--- src/common/pfss_defines.svh ---
`ifndef PFSS_DEFINES_SVH
`define PFSS_DEFINES_SVH
// clock rate used to turn times into cycle counts
`define PFSS_CLK_MHZ   10
// ground diode current persistence
`define PFSS_GND_US    200
`define PFSS_GND_CYC   (`PFSS_GND_US * `PFSS_CLK_MHZ)
// zero-crossing watchdog
`define PFSS_WD_US     200
`define PFSS_WD_CYC    (`PFSS_WD_US * `PFSS_CLK_MHZ)
// fault input blanking delay
`define PFSS_FLT_US    30
`define PFSS_FLT_CYC   (`PFSS_FLT_US * `PFSS_CLK_MHZ)
// standby blank time after regulation ok rises
`define PFSS_BLANK_MS  1
`define PFSS_BLANK_CYC (`PFSS_BLANK_MS * 1000 * `PFSS_CLK_MHZ)
// line removal timer
`define PFSS_RMV_MS    100
`define PFSS_RMV_CYC   (`PFSS_RMV_MS * 1000 * `PFSS_CLK_MHZ)
// filter capacitor discharge / line check window
`define PFSS_DIS_MS    32
`define PFSS_DIS_CYC   (`PFSS_DIS_MS * 1000 * `PFSS_CLK_MHZ)
// line sample interval in cycles
`define PFSS_SMP_CYC   1000
// register byte offsets and control reset value
`define PFSS_CTRL_OFS  4'h0
`define PFSS_STAT_OFS  4'h4
`define PFSS_CTRL_RST  1'h1
`endif

--- src/common/pfss_pkg.sv ---
package pfss_pkg;
    // line removal sequencer states, one-hot
    typedef enum logic [4:0] {
        LR_RUN = 5'h01,  // line present, normal supervision
        LR_X2  = 5'h02,  // filter capacitor discharge
        LR_CHK = 5'h04,  // line return check window
        LR_VCC = 5'h08,  // supply capacitor sink
        LR_WON = 5'h10   // wait for supply turn-on level
    } pfss_lr_t;
endpackage

--- src/rtl/pfss_top.sv ---
`timescale 1ns/1ps
`include "pfss_defines.svh"
module pfss_top #(
    parameter int BLANK_CYC = `PFSS_BLANK_CYC, // standby blank
    parameter int RMV_CYC   = `PFSS_RMV_CYC,   // removal timer
    parameter int DIS_CYC   = `PFSS_DIS_CYC,   // discharge window
    parameter int LW        = 10               // line code width
) (
    input  wire logic          clk,            // 10 MHz clock
    input  wire logic          reset_n,        // sync reset
    input  wire logic [3:0]    avs_address,    // byte address
    input  wire logic          avs_read,       // read request
    input  wire logic          avs_write,      // write request
    input  wire logic [31:0]   avs_writedata,  // write data
    input  wire logic [3:0]    avs_byteenable, // byte lanes
    output logic [31:0]        avs_readdata,   // read data
    output logic               avs_waitrequest,// hold master
    input  wire logic          gnd_diode_cur,  // ground diode current
    input  wire logic          sense_at_rail,  // sense pin at rail
    input  wire logic          sense_above_arm,// above arm threshold
    input  wire logic          overstress,     // diode short sensed
    input  wire logic          fault_above_thr,// fault input high
    input  wire logic          standby_below,  // standby input low
    input  wire logic          bulk_below_rst, // bulk below restart
    input  wire logic          ota_in_reg,     // amp current <= 0
    input  wire logic          bulk_above_uv,  // bulk above uv
    input  wire logic          brownout,       // brownout seen
    input  wire logic          supply_reset,   // supply at reset
    input  wire logic          supply_on,      // supply at turn-on
    input  wire logic          supply_low,     // supply below 5 V
    input  wire logic          x2_low,         // filter cap < 30 V
    input  wire logic          uvlo,           // undervoltage lockout
    input  wire logic [LW-1:0] line_code,      // line sample, clk dom
    output logic               drive_en,       // gate drive allowed
    output logic               low_duty,       // force low duty
    output logic               pullup_en,      // 250 uA pull-up on
    output logic               regulation_ok,  // regulation ok
    output logic               x2_discharge,   // filter cap discharge
    output logic               supply_sink     // supply cap sink
);
    import pfss_pkg::*;

    localparam int NF = 15;
    localparam logic [23:0] GND_L   = 24'(`PFSS_GND_CYC - 1);
    localparam logic [23:0] WD_L    = 24'(`PFSS_WD_CYC - 1);
    localparam logic [23:0] FLT_L   = 24'(`PFSS_FLT_CYC);
    localparam logic [23:0] BLANK_L = 24'(BLANK_CYC - 1);
    localparam logic [23:0] RMV_L   = 24'(RMV_CYC - 1);
    localparam logic [23:0] DIS_L   = 24'(DIS_CYC - 1);
    localparam logic [23:0] SMP_L   = 24'(`PFSS_SMP_CYC - 1);

    // saturating counter step
    function automatic logic [23:0] inc_sat(input logic [23:0] c);
        return (c == 24'hffffff) ? c : c + 24'h1;
    endfunction

    // ---- flag synchroniser: three stages, second/third agree
    logic [NF-1:0] raw_w;        // pin flags
    logic [NF-1:0] s1_r;         // first stage
    logic [NF-1:0] s2_r;         // second stage
    logic [NF-1:0] s3_r;         // third stage
    logic [NF-1:0] flg_r;        // accepted flags
    logic f_gnd, f_rail, f_arm, f_ovs, f_flt, f_stby, f_blow;
    logic f_inreg, f_buv, f_bo, f_vrst, f_von, f_vlow, f_x2l;
    logic f_uvlo;
    assign raw_w = {gnd_diode_cur, sense_at_rail, sense_above_arm,
                    overstress, fault_above_thr, standby_below,
                    bulk_below_rst, ota_in_reg, bulk_above_uv,
                    brownout, supply_reset, supply_on, supply_low,
                    x2_low, uvlo};
    assign {f_gnd, f_rail, f_arm, f_ovs, f_flt, f_stby, f_blow,
            f_inreg, f_buv, f_bo, f_vrst, f_von, f_vlow, f_x2l,
            f_uvlo} = flg_r;

    // three flops, change accepted only when stages agree
    always_ff @(posedge clk) begin
        if (!reset_n) begin
            s1_r  <= '0;
            s2_r  <= '0;
            s3_r  <= '0;
            flg_r <= '0;
        end else begin
            s1_r  <= raw_w;
            s2_r  <= s1_r;
            s3_r  <= s2_r;
            flg_r <= (s2_r & s3_r) | (flg_r & (s2_r ^ s3_r));
        end
    end

    // ---- registers and bus state
    logic        en_r;           // software controller enable
    logic        wait_r;         // waitrequest flop
    logic [31:0] rdata_r;        // read data flop
    logic        acc_w;          // access this edge
    logic        hit_ctrl_w;     // control offset decode
    logic        hit_stat_w;     // status offset decode
    logic [31:0] rmux_w;         // read mux
    logic [31:0] stat_w;         // status word

    // ---- supervision state
    logic [23:0] gnd_cnt_r;      // ground diode persistence
    logic        gnd_fault_r;    // open ground fault
    logic [23:0] wd_cnt_r;       // zero-crossing watchdog
    logic        arm_d_r;        // delayed arm flag
    logic        zc_edge_w;      // zero-crossing transition
    logic        pullup_r;       // pull-up applied
    logic        armed_r;        // sense pin armed
    logic [23:0] flt_cnt_r;      // fault input blanking
    logic        fault_latch_r;  // latched fault
    logic        reg_ok_r;       // regulation ok
    logic [23:0] blank_cnt_r;    // standby blank
    logic        blank_done_w;   // blank elapsed
    logic        stby_act_r;     // standby mode
    logic        burst_off_r;    // burst off interval
    logic        ctrl_ok_w;      // controller enabled
    logic        drv_r;          // gate drive allowed
    logic        low_duty_r;     // low duty forced

    // ---- line removal state
    logic [23:0] smp_cnt_r;      // sample divider
    logic        tick_w;         // sample enable pulse
    logic [LW-1:0] prev_r;       // previous line sample
    logic        pos_w;          // positive slope seen
    logic [23:0] rmv_cnt_r;      // removal timer
    logic [23:0] dis_cnt_r;      // discharge window timer
    pfss_lr_t    lr_r;           // sequencer state
    pfss_lr_t    lr_nxt;         // next state
    logic        x2_r;           // filter discharge on
    logic        sink_r;         // supply sink on

    // ---- bus decode
    assign acc_w      = (avs_read | avs_write) & wait_r;
    assign hit_ctrl_w = (avs_address == `PFSS_CTRL_OFS);
    assign hit_stat_w = (avs_address == `PFSS_STAT_OFS);
    assign stat_w     = {17'h0, lr_r, burst_off_r, stby_act_r,
                         armed_r, pullup_r, gnd_fault_r,
                         fault_latch_r, drv_r, reg_ok_r, low_duty_r,
                         sink_r};
    assign rmux_w     = hit_ctrl_w ? {31'h0, en_r} :
                        hit_stat_w ? stat_w : 32'h0;

    // one wait cycle, then a single-cycle answer
    always_ff @(posedge clk) begin
        if (!reset_n) begin
            wait_r  <= 1'h1;
            rdata_r <= 32'h0;
        end else begin
            wait_r  <= ~acc_w;
            if (avs_read && wait_r) begin
                rdata_r <= rmux_w;
            end
        end
    end

    // control write takes effect as waitrequest is low
    always_ff @(posedge clk) begin
        if (!reset_n) begin
            en_r <= `PFSS_CTRL_RST;
        end else if (avs_write && !wait_r && hit_ctrl_w &&
                     avs_byteenable[0]) begin
            en_r <= avs_writedata[0];
        end
    end

    // ---- open ground detect, sticky until supply reset
    always_ff @(posedge clk) begin
        if (!reset_n) begin
            gnd_cnt_r   <= 24'h0;
            gnd_fault_r <= 1'h0;
        end else begin
            gnd_cnt_r <= f_gnd ? inc_sat(gnd_cnt_r) : 24'h0;
            if (f_gnd && gnd_cnt_r >= GND_L) begin
                gnd_fault_r <= 1'h1;
            end else if (f_vrst) begin
                gnd_fault_r <= 1'h0;
            end
        end
    end

    // ---- zero-crossing watchdog and pull-up
    assign zc_edge_w = f_arm & ~arm_d_r;
    always_ff @(posedge clk) begin
        if (!reset_n) begin
            arm_d_r  <= 1'h0;
            wd_cnt_r <= 24'h0;
            pullup_r <= 1'h0;
        end else begin
            arm_d_r  <= f_arm;
            wd_cnt_r <= zc_edge_w ? 24'h0 : inc_sat(wd_cnt_r);
            if (zc_edge_w) begin
                pullup_r <= 1'h0;
            end else if (wd_cnt_r == WD_L) begin
                pullup_r <= 1'h1;
            end
        end
    end

    // arming: lost on watchdog expiry, regained above threshold
    always_ff @(posedge clk) begin
        if (!reset_n) begin
            armed_r <= 1'h0;
        end else if (f_arm) begin
            armed_r <= 1'h1;
        end else if (wd_cnt_r == WD_L) begin
            armed_r <= 1'h0;
        end
    end

    // ---- fault input blanking and latch; pin floats high
    always_ff @(posedge clk) begin
        if (!reset_n) begin
            flt_cnt_r     <= 24'h0;
            fault_latch_r <= 1'h0;
        end else begin
            flt_cnt_r <= f_flt ? inc_sat(flt_cnt_r) : 24'h0;
            if (f_flt && flt_cnt_r >= FLT_L) begin
                fault_latch_r <= 1'h1;
            end else if (f_bo || f_vrst) begin
                fault_latch_r <= 1'h0;
            end
        end
    end

    // ---- controller enable and regulation ok
    assign ctrl_ok_w = en_r & ~gnd_fault_r & ~f_rail & ~f_uvlo &
                       ~fault_latch_r & ~f_bo & (lr_r == LR_RUN);
    always_ff @(posedge clk) begin
        if (!reset_n) begin
            reg_ok_r <= 1'h0;
        end else begin
            reg_ok_r <= ctrl_ok_w & f_buv & (reg_ok_r | f_inreg);
        end
    end

    // ---- standby blanking and burst control
    assign blank_done_w = (blank_cnt_r >= BLANK_L);
    always_ff @(posedge clk) begin
        if (!reset_n) begin
            blank_cnt_r <= 24'h0;
            stby_act_r  <= 1'h0;
            burst_off_r <= 1'h0;
        end else begin
            blank_cnt_r <= reg_ok_r ? inc_sat(blank_cnt_r) : 24'h0;
            stby_act_r  <= reg_ok_r & blank_done_w & f_stby;
            // off until bulk sags below restart, on until in reg
            burst_off_r <= stby_act_r &
                           (burst_off_r ? ~f_blow : f_inreg);
        end
    end

    // ---- gate drive and low duty outputs
    always_ff @(posedge clk) begin
        if (!reset_n) begin
            drv_r      <= 1'h0;
            low_duty_r <= 1'h0;
        end else begin
            drv_r      <= ctrl_ok_w & armed_r & ~burst_off_r;
            low_duty_r <= f_ovs;
        end
    end

    // ---- line sampling and slope detection
    assign tick_w = (smp_cnt_r == SMP_L);
    assign pos_w  = tick_w & (line_code > prev_r);
    always_ff @(posedge clk) begin
        if (!reset_n) begin
            smp_cnt_r <= 24'h0;
            prev_r    <= '0;
        end else begin
            smp_cnt_r <= tick_w ? 24'h0 : smp_cnt_r + 24'h1;
            if (tick_w) begin
                prev_r <= line_code;
            end
        end
    end

    // removal timer runs only in LR_RUN while slope not positive
    always_ff @(posedge clk) begin
        if (!reset_n) begin
            rmv_cnt_r <= 24'h0;
        end else if (pos_w || lr_r != LR_RUN) begin
            rmv_cnt_r <= 24'h0;
        end else begin
            rmv_cnt_r <= inc_sat(rmv_cnt_r);
        end
    end

    // ---- line removal sequencer
    always_comb begin
        lr_nxt = lr_r;
        unique case (lr_r)
            LR_RUN: begin
                if (rmv_cnt_r >= RMV_L && !pos_w) begin
                    lr_nxt = LR_X2;
                end
            end
            LR_X2: begin
                if (pos_w || f_x2l) begin
                    lr_nxt = LR_VCC;
                end else if (dis_cnt_r >= DIS_L) begin
                    lr_nxt = LR_CHK;
                end
            end
            LR_CHK: begin
                if (pos_w || f_x2l) begin
                    lr_nxt = LR_VCC;
                end else if (dis_cnt_r >= DIS_L) begin
                    lr_nxt = LR_X2;
                end
            end
            LR_VCC: begin
                if (f_vlow) begin
                    lr_nxt = LR_WON;
                end
            end
            LR_WON: begin
                if (f_von) begin
                    lr_nxt = LR_RUN;
                end
            end
            default: lr_nxt = LR_RUN;
        endcase
    end

    // state, window timer and discharge outputs
    always_ff @(posedge clk) begin
        if (!reset_n) begin
            lr_r      <= LR_RUN;
            dis_cnt_r <= 24'h0;
            x2_r      <= 1'h0;
            sink_r    <= 1'h0;
        end else begin
            lr_r      <= lr_nxt;
            dis_cnt_r <= (lr_nxt != lr_r) ? 24'h0 : inc_sat(dis_cnt_r);
            x2_r      <= (lr_nxt == LR_X2);
            sink_r    <= (lr_nxt == LR_VCC);
        end
    end

    assign avs_readdata    = rdata_r;
    assign avs_waitrequest = wait_r;
    assign drive_en        = drv_r;
    assign low_duty        = low_duty_r;
    assign pullup_en       = pullup_r;
    assign regulation_ok   = reg_ok_r;
    assign x2_discharge    = x2_r;
    assign supply_sink     = sink_r;
endmodule

--- config.mk ---
export PLATFORM = sky130hd
export DESIGN_NAME = pfss_top
export DESIGN_NICKNAME = d
export VERILOG_FILES = /design/src/common/pfss_pkg.sv /design/src/rtl/pfss_top.sv
export VERILOG_INCLUDE_DIRS = /design/src /design/src/common
export SDC_FILE = /design/constraint.sdc
export NUM_CORES = 1
export LEC_CHECK = 0
export BUFFER_PORTS_ARGS = -buffer_cell sky130_fd_sc_hd__buf_2
export CAP_MARGIN = 25
export CORE_UTILIZATION = 25
export DETAILED_ROUTE_END_ITERATION = 8
export GPL_ROUTABILITY_DRIVEN = 0
export GPL_TIMING_DRIVEN = 0
export PLACE_DENSITY_LB_ADDON = 0.3
export SLEW_MARGIN = 20
export SYNTH_ARGS = -nofsm -noshare
export SYNTH_HDL_FRONTEND = slang
export SYNTH_SLANG_ARGS = --single-unit
--- constraint.sdc ---
create_clock -name clk -period 2.8 [get_ports clk]
set_input_delay 0.56 -clock clk [delete_from_list [all_inputs] [get_ports clk]]
set_output_delay 0.56 -clock clk [all_outputs]
set_load 0.02 [all_outputs]
Word level (Yosys, flattened, before mapping)
Index checks and enable logic that the tools add are counted.
{"block": "op_classes", "add_sub_neg": 7, "n_lt_le_gt_ge": 6, "eq_ne": 18, "n_mux": 17, "bitwise": 32, "n_reduce_logical": 23}
{"op": "24-bit by 1-bit adder with 24-bit output, second input constant", "n": 7}
{"op": "24-bit == test, second input constant", "n": 6}
{"op": "5-bit 2-to-1 mux", "n": 7}
{"op": "15-bit bitwise AND", "n": 2}
{"op": "15-bit 2-to-1 mux", "n": 2}
{"op": "5-bit one-hot mux with 5 select lines", "n": 1}
{"op": "24-bit by 10-bit == test with 1-bit output, second input constant", "n": 1}
{"op": "24-bit by 11-bit == test with 1-bit output, second input constant", "n": 1}
{"op": "24-bit by 11-bit greater-or-equal comparator with 1-bit output, second input constant", "n": 1}
{"op": "24-bit by 14-bit greater-or-equal comparator with 1-bit output, second input constant", "n": 1}
{"op": "24-bit by 19-bit greater-or-equal comparator with 1-bit output, second input constant", "n": 1}
{"op": "24-bit by 20-bit greater-or-equal comparator with 1-bit output, second input constant", "n": 1}
{"op": "24-bit by 9-bit greater-or-equal comparator with 1-bit output, second input constant", "n": 1}
{"op": "1-bit bitwise AND", "n": 16}
{"op": "15-bit OR", "n": 1}
{"op": "15-bit bitwise XOR", "n": 1}
{"op": "5-bit by 2-bit == test with 1-bit output, second input constant", "n": 2}
{"op": "5-bit by 4-bit == test with 1-bit output, second input constant", "n": 2}
{"op": "10-bit > comparator", "n": 1}
{"op": "1-bit NOT", "n": 10}
{"op": "2-bit OR reduction", "n": 4}
{"op": "1-bit logical AND", "n": 7}
{"op": "1-bit 2-to-1 mux", "n": 7}
{"op": "2-bit AND reduction", "n": 3}
{"op": "other kinds (11)", "n": 17}
{"block": "totals", "regBits": 289, "in_bits": 69, "out_inout_bits": 39, "word_cells": 131}

Depth between registers and ports, before layout
{"block": "logic_depth", "word_depth": 9, "depth_mapped": 10, "mapped_depth_nobuf": 8}

Worst setup path after synthesis
No wires, ideal clock.
{"block": "synth_timing", "kind": "input to register", "start": "input line_code[5]", "end": "register dis_cnt_r[15]", "setup_time_ps": 121, "t_arrival_ps": 2490, "t_required_ps": 2679, "path_slack_ps": 189, "cell_stages": 9, "path_cell_list": "ha_1 -> nand4_1 -> a211oi_1 -> a2111oi_2 -> or4_1 -> clkbuf_1 -> a31oi_2 -> buf_2 -> nor4_1"}
{"block": "synth_via", "elab_chain_len": 8}
{"item": "start: declaration", "line_no": "pfss_top.sv:33", "text": "input wire logic [LW-1:0] line_code,"}
{"item": "10-bit > comparator *", "line_no": "pfss_top.sv:264", "text": "assign pos_w = tick_w & (line_code > prev_r);"}
{"item": "1-bit bitwise AND *", "line_no": "pfss_top.sv:264"}
{"item": "1-bit logical NOT", "line_no": "pfss_top.sv:293", "text": "if (rmv_cnt_r >= RMV_L && !pos_w) begin"}
{"item": "1-bit logical AND", "line_no": "pfss_top.sv:293"}
{"item": "5-bit 2-to-1 mux", "line_no": "pfss_top.sv:293"}
{"item": "5-bit one-hot mux with 5 select lines *", "line_no": "pfss_top.sv:291", "text": "unique case (lr_r)"}
{"item": "5-bit inequality test *", "line_no": "pfss_top.sv:334", "text": "dis_cnt_r <= (lr_nxt != lr_r) ? 24'h0 : inc_sat(dis_cnt_r);"}
{"item": "2-bit OR reduction (no line) *"}
{"item": "end signal: assignment", "line_no": "pfss_top.sv:334"}
{"item": "end: declaration", "line_no": "pfss_top.sv:125", "text": "logic [23:0] dis_cnt_r;"}
Mark *: on every way between the ends. The rest lies on a longest branch, timed or not.
A chain may end at the register's enable or synchronous reset.

Final worst setup path
{"block": "layout_timing", "start": "register prev_r[4]", "end": "register rmv_cnt_r[3]"}
{"block": "layout_via", "elab_chain_len": 4}
{"item": "start: declaration", "line_no": "pfss_top.sv:122", "text": "logic [LW-1:0] prev_r;"}
{"item": "start signal: assignment", "line_no": "pfss_top.sv:272", "text": "prev_r <= line_code;"}
{"item": "10-bit > comparator", "line_no": "pfss_top.sv:264"}
{"item": "1-bit bitwise AND", "line_no": "pfss_top.sv:264"}
{"item": "1-bit logical OR", "line_no": "pfss_top.sv:281", "text": "end else if (pos_w || lr_r != LR_RUN) begin"}
{"item": "2-bit OR reduction (no line)"}
{"item": "end signal: assignment", "line_no": "pfss_top.sv:284", "text": "rmv_cnt_r <= inc_sat(rmv_cnt_r);"}
{"item": "end: declaration", "line_no": "pfss_top.sv:124", "text": "logic [23:0] rmv_cnt_r;"}
Every way passes these cells.

==> run metrics <==
FFs w/ async S/R, synth=0%; worst hold-check path type=in -> reg; crit path DAT=3.13 ns; vias in the first global route=9,270; vias per inst=4.61; pwr dens=595 mW/mm^2; # setup viols final=0; sequential cell area=0.00545 mm^2; Die ar.=0.0494 mm^2; via count=9,721; Rel. slew slack=38.9%; setup ws final=0.0563 ns; RSZ-0062 raised after global routing=true; Post-DRT Antenna Nets=0; worst setup path category=reg -> reg; core area=0.0477 mm^2; Die X=222 um; Initial Util=25.4%; Ant. Diodes=0; crit path max-delay cell type=or4_1; most common cell after layout, fill and taps aside=dfxtp_1; deepest clock path buffer count=3; switching part of the total power=21.6%; CP max FO=10; Flop pwr share=45.9%; number of enable flip-flop cells after synthesis=0; Cells after Synth=1,363; Seq cells post-synth=272; Synth-to-Final Area Change=19.0%; Fmax=0.364 GHz; Final Hold Fails=0; dpl ws=-0.518 ns; worst reg2reg path endpoint=rmv_cnt_r[3]; WL/cell=13.8 um; worst vdd ir=0.401 mV; CTS Buf Count=34; CP Capture Type=register; final net count=1,576; Multi-input gate area=0.00634 mm^2; setup TNS=0 ns; hold path endpoint=s1_r[13]; CTS Sinks=272; syn_area_per_cell=8.90 um^2; Die Y=222 um; wirelength, routed=29,200 um; Slew Viols, Final=0; Clk pwr share=51.0%; FP Rows=80; Setup crit start kind=register; status=finished clean; io pins=108; Comb pwr share=3.0%; Fillers=4,979; CTS tree=done; initial antenna violation count=0; first-pass iteration count of the detailed router=5; Slew @ Worst Pin=0.913 ns; WP buf/inv=3; Tot GR Track Use=11.9%; max-cap violations=0; Internal=6.73 mW; leakage power=5.23 nW; CTS H-Tree Depth=2; Synth Warn #=0; synth unique cells=65; cell family with most CP delay=simple AND/OR/NAND/NOR gates; CTS root buf=clkbuf_16; commonest non-fill, non-tap cells in the layout=272 x dfxtp_1, 161 x nor2_1, 87 x nand2_1, 74 x xor2_1, 67 x nand3_1; Synth Cell Area=0.0121 mm^2; # DRC=0; hold slack=0.263 ns; largest net degree at the start of global routing=14; worst reg-to-reg setup slack=0.06 ns; grt total ovfl=0; Main synth FF type=dfxtp_1; sequential cell area fraction in the yosys report=44.9%; P_sw=1.86 mW; DP HPWL=21,100 um; period utilisation layout=98.0%; Worst-path clk slew=0.06 ns; Hold-fix buffers, CTS=0; critical-path cell list=inv_1 > ha_1 > nand4_1 > a211oi_2 > a2111oi_4 > or4_1 > clkbuf_1 > nand3_1 > clkbuf_2 > nor2_1; IO buf count=56; DR iter-0 viols=495; layout cells sized above 1=10.5%; worst r2r src=prev_r[4]; CP required=3.19 ns; r2r worst-path depth=10; biggest cell delay along the critical path=0.49 ns; hold path start=sense_at_rail; first-pass GRT wire length=48,100 um; final critical path time including I/O delays and setup=2.74 ns; Hold Path Stages=2; Worst Clk Skew=0.0237 ns; worst skew pair latency=0.52 ns
==> per-stage QoR <==
stage	power [mW]	util [%]	cell area [um^2]	std cells
6_report	8.59	30.2	14400	2109
5_1_grt	8.92	30.2	14400	2109
4_1_cts	8.73	30.2	14400	2106
3_5_place_dp	4.29	27.7	13200	2050
3_3_place_gp	4.28	27.7	13200	2050
2_1_floorplan	4.19	-	12200	1379
==> state kept, by name (all words and copies together), names as in the netlist, 15 cells and up <==
| signal | flops |
|---|---|
| s2_r | 15 |
| gnd_cnt_r | 24 |
| flt_cnt_r | 24 |
| flg_r | 15 |
| wd_cnt_r | 24 |
| s3_r | 15 |
| smp_cnt_r | 24 |
| dis_cnt_r | 24 |
| blank_cnt_r | 24 |
| rmv_cnt_r | 24 |
| avs_readdata | 15 |
| s1_r | 15 |
==> cell usage after synthesis, types with 33 or more instances <==
cell type	count	area [um^2]
dfxtp_1	272	5450
nor2_1	161	604
nand2_1	87	327
xor2_1	74	648
nand3_1	67	335
xnor2_1	66	578
and2_1	53	332
nand4_1	53	332
a21oi_1	50	250
nor3_1	50	250
nor2b_1	45	282
nor4_1	42	263
clkbuf_1	39	146
and3_1	37	231
ha_1	33	413
inv_1	33	124
==> layer usage <==
metal	GRT usage, %	part of all wire [%]	vias up
li1	-	-	4973
met1	16.4	50	4532
met2	18.4	43	165
met3	2.34	4.7	51
met4	3.88	2.5	0
met5	0	0	-
==> repair_timing <==
action,4_1_cts,5_1_grt
buffers inserted,0,2
gates resized for setup,10,1
endpoints found under the setup margin,45,44
pin swaps,1,1
==> worst max path at each step <==
stage,start,to,slack [ns],cells past startpoint
global route,prev_r[5],rmv_cnt_r[10],-0.11,10
global placement,line_code[3],dis_cnt_r[15],-0.54,10
finish,prev_r[4],rmv_cnt_r[3],0.06,10
detailed placement,line_code[4],dis_cnt_r[7],-0.52,9
CTS,prev_r[4],dis_cnt_r[19],0.004,10
floorplan,line_code[5],dis_cnt_r[15],0.19,9
==> logic make-up (layout without fill, tap and decap cells) <==
group           Yosys count  in the layout  synth area share, %
simple gates            679            679                 29.9
flops                   272            272                 44.9
xor+xnor                140            140                 10.1
compound gates          124            124                 6.57
buf+inv                  97            212                 3.70
fa+ha+maj                33             33                 3.40
mux                      17             17                 1.42
other cells               1             17               0.0309
==> area by class of cell <==
class	count	area share, %
Buffer	64	2.29
Clock buffer	45	6.75
Clock inverter	11	1.01
Inverter	33	0.858
Multi-Input combinational cell	1010	44.0
Sequential cell	272	37.7
Tap cell	615	5.33
Timing Repair Buffer	59	2.07
==> power by group through the flow <==
stage          logic (mW)  registers, mW  clock network (mW)
2_1_floorplan       0.164           4.02                   0
3_3_place_gp        0.255           4.03                   0
3_5_place_dp        0.258           4.03                   0
4_1_cts             0.264           3.94                4.52
5_1_grt             0.293           3.95                4.68
6_report            0.260           3.95                4.38
(Power assumes the default switching activity.)
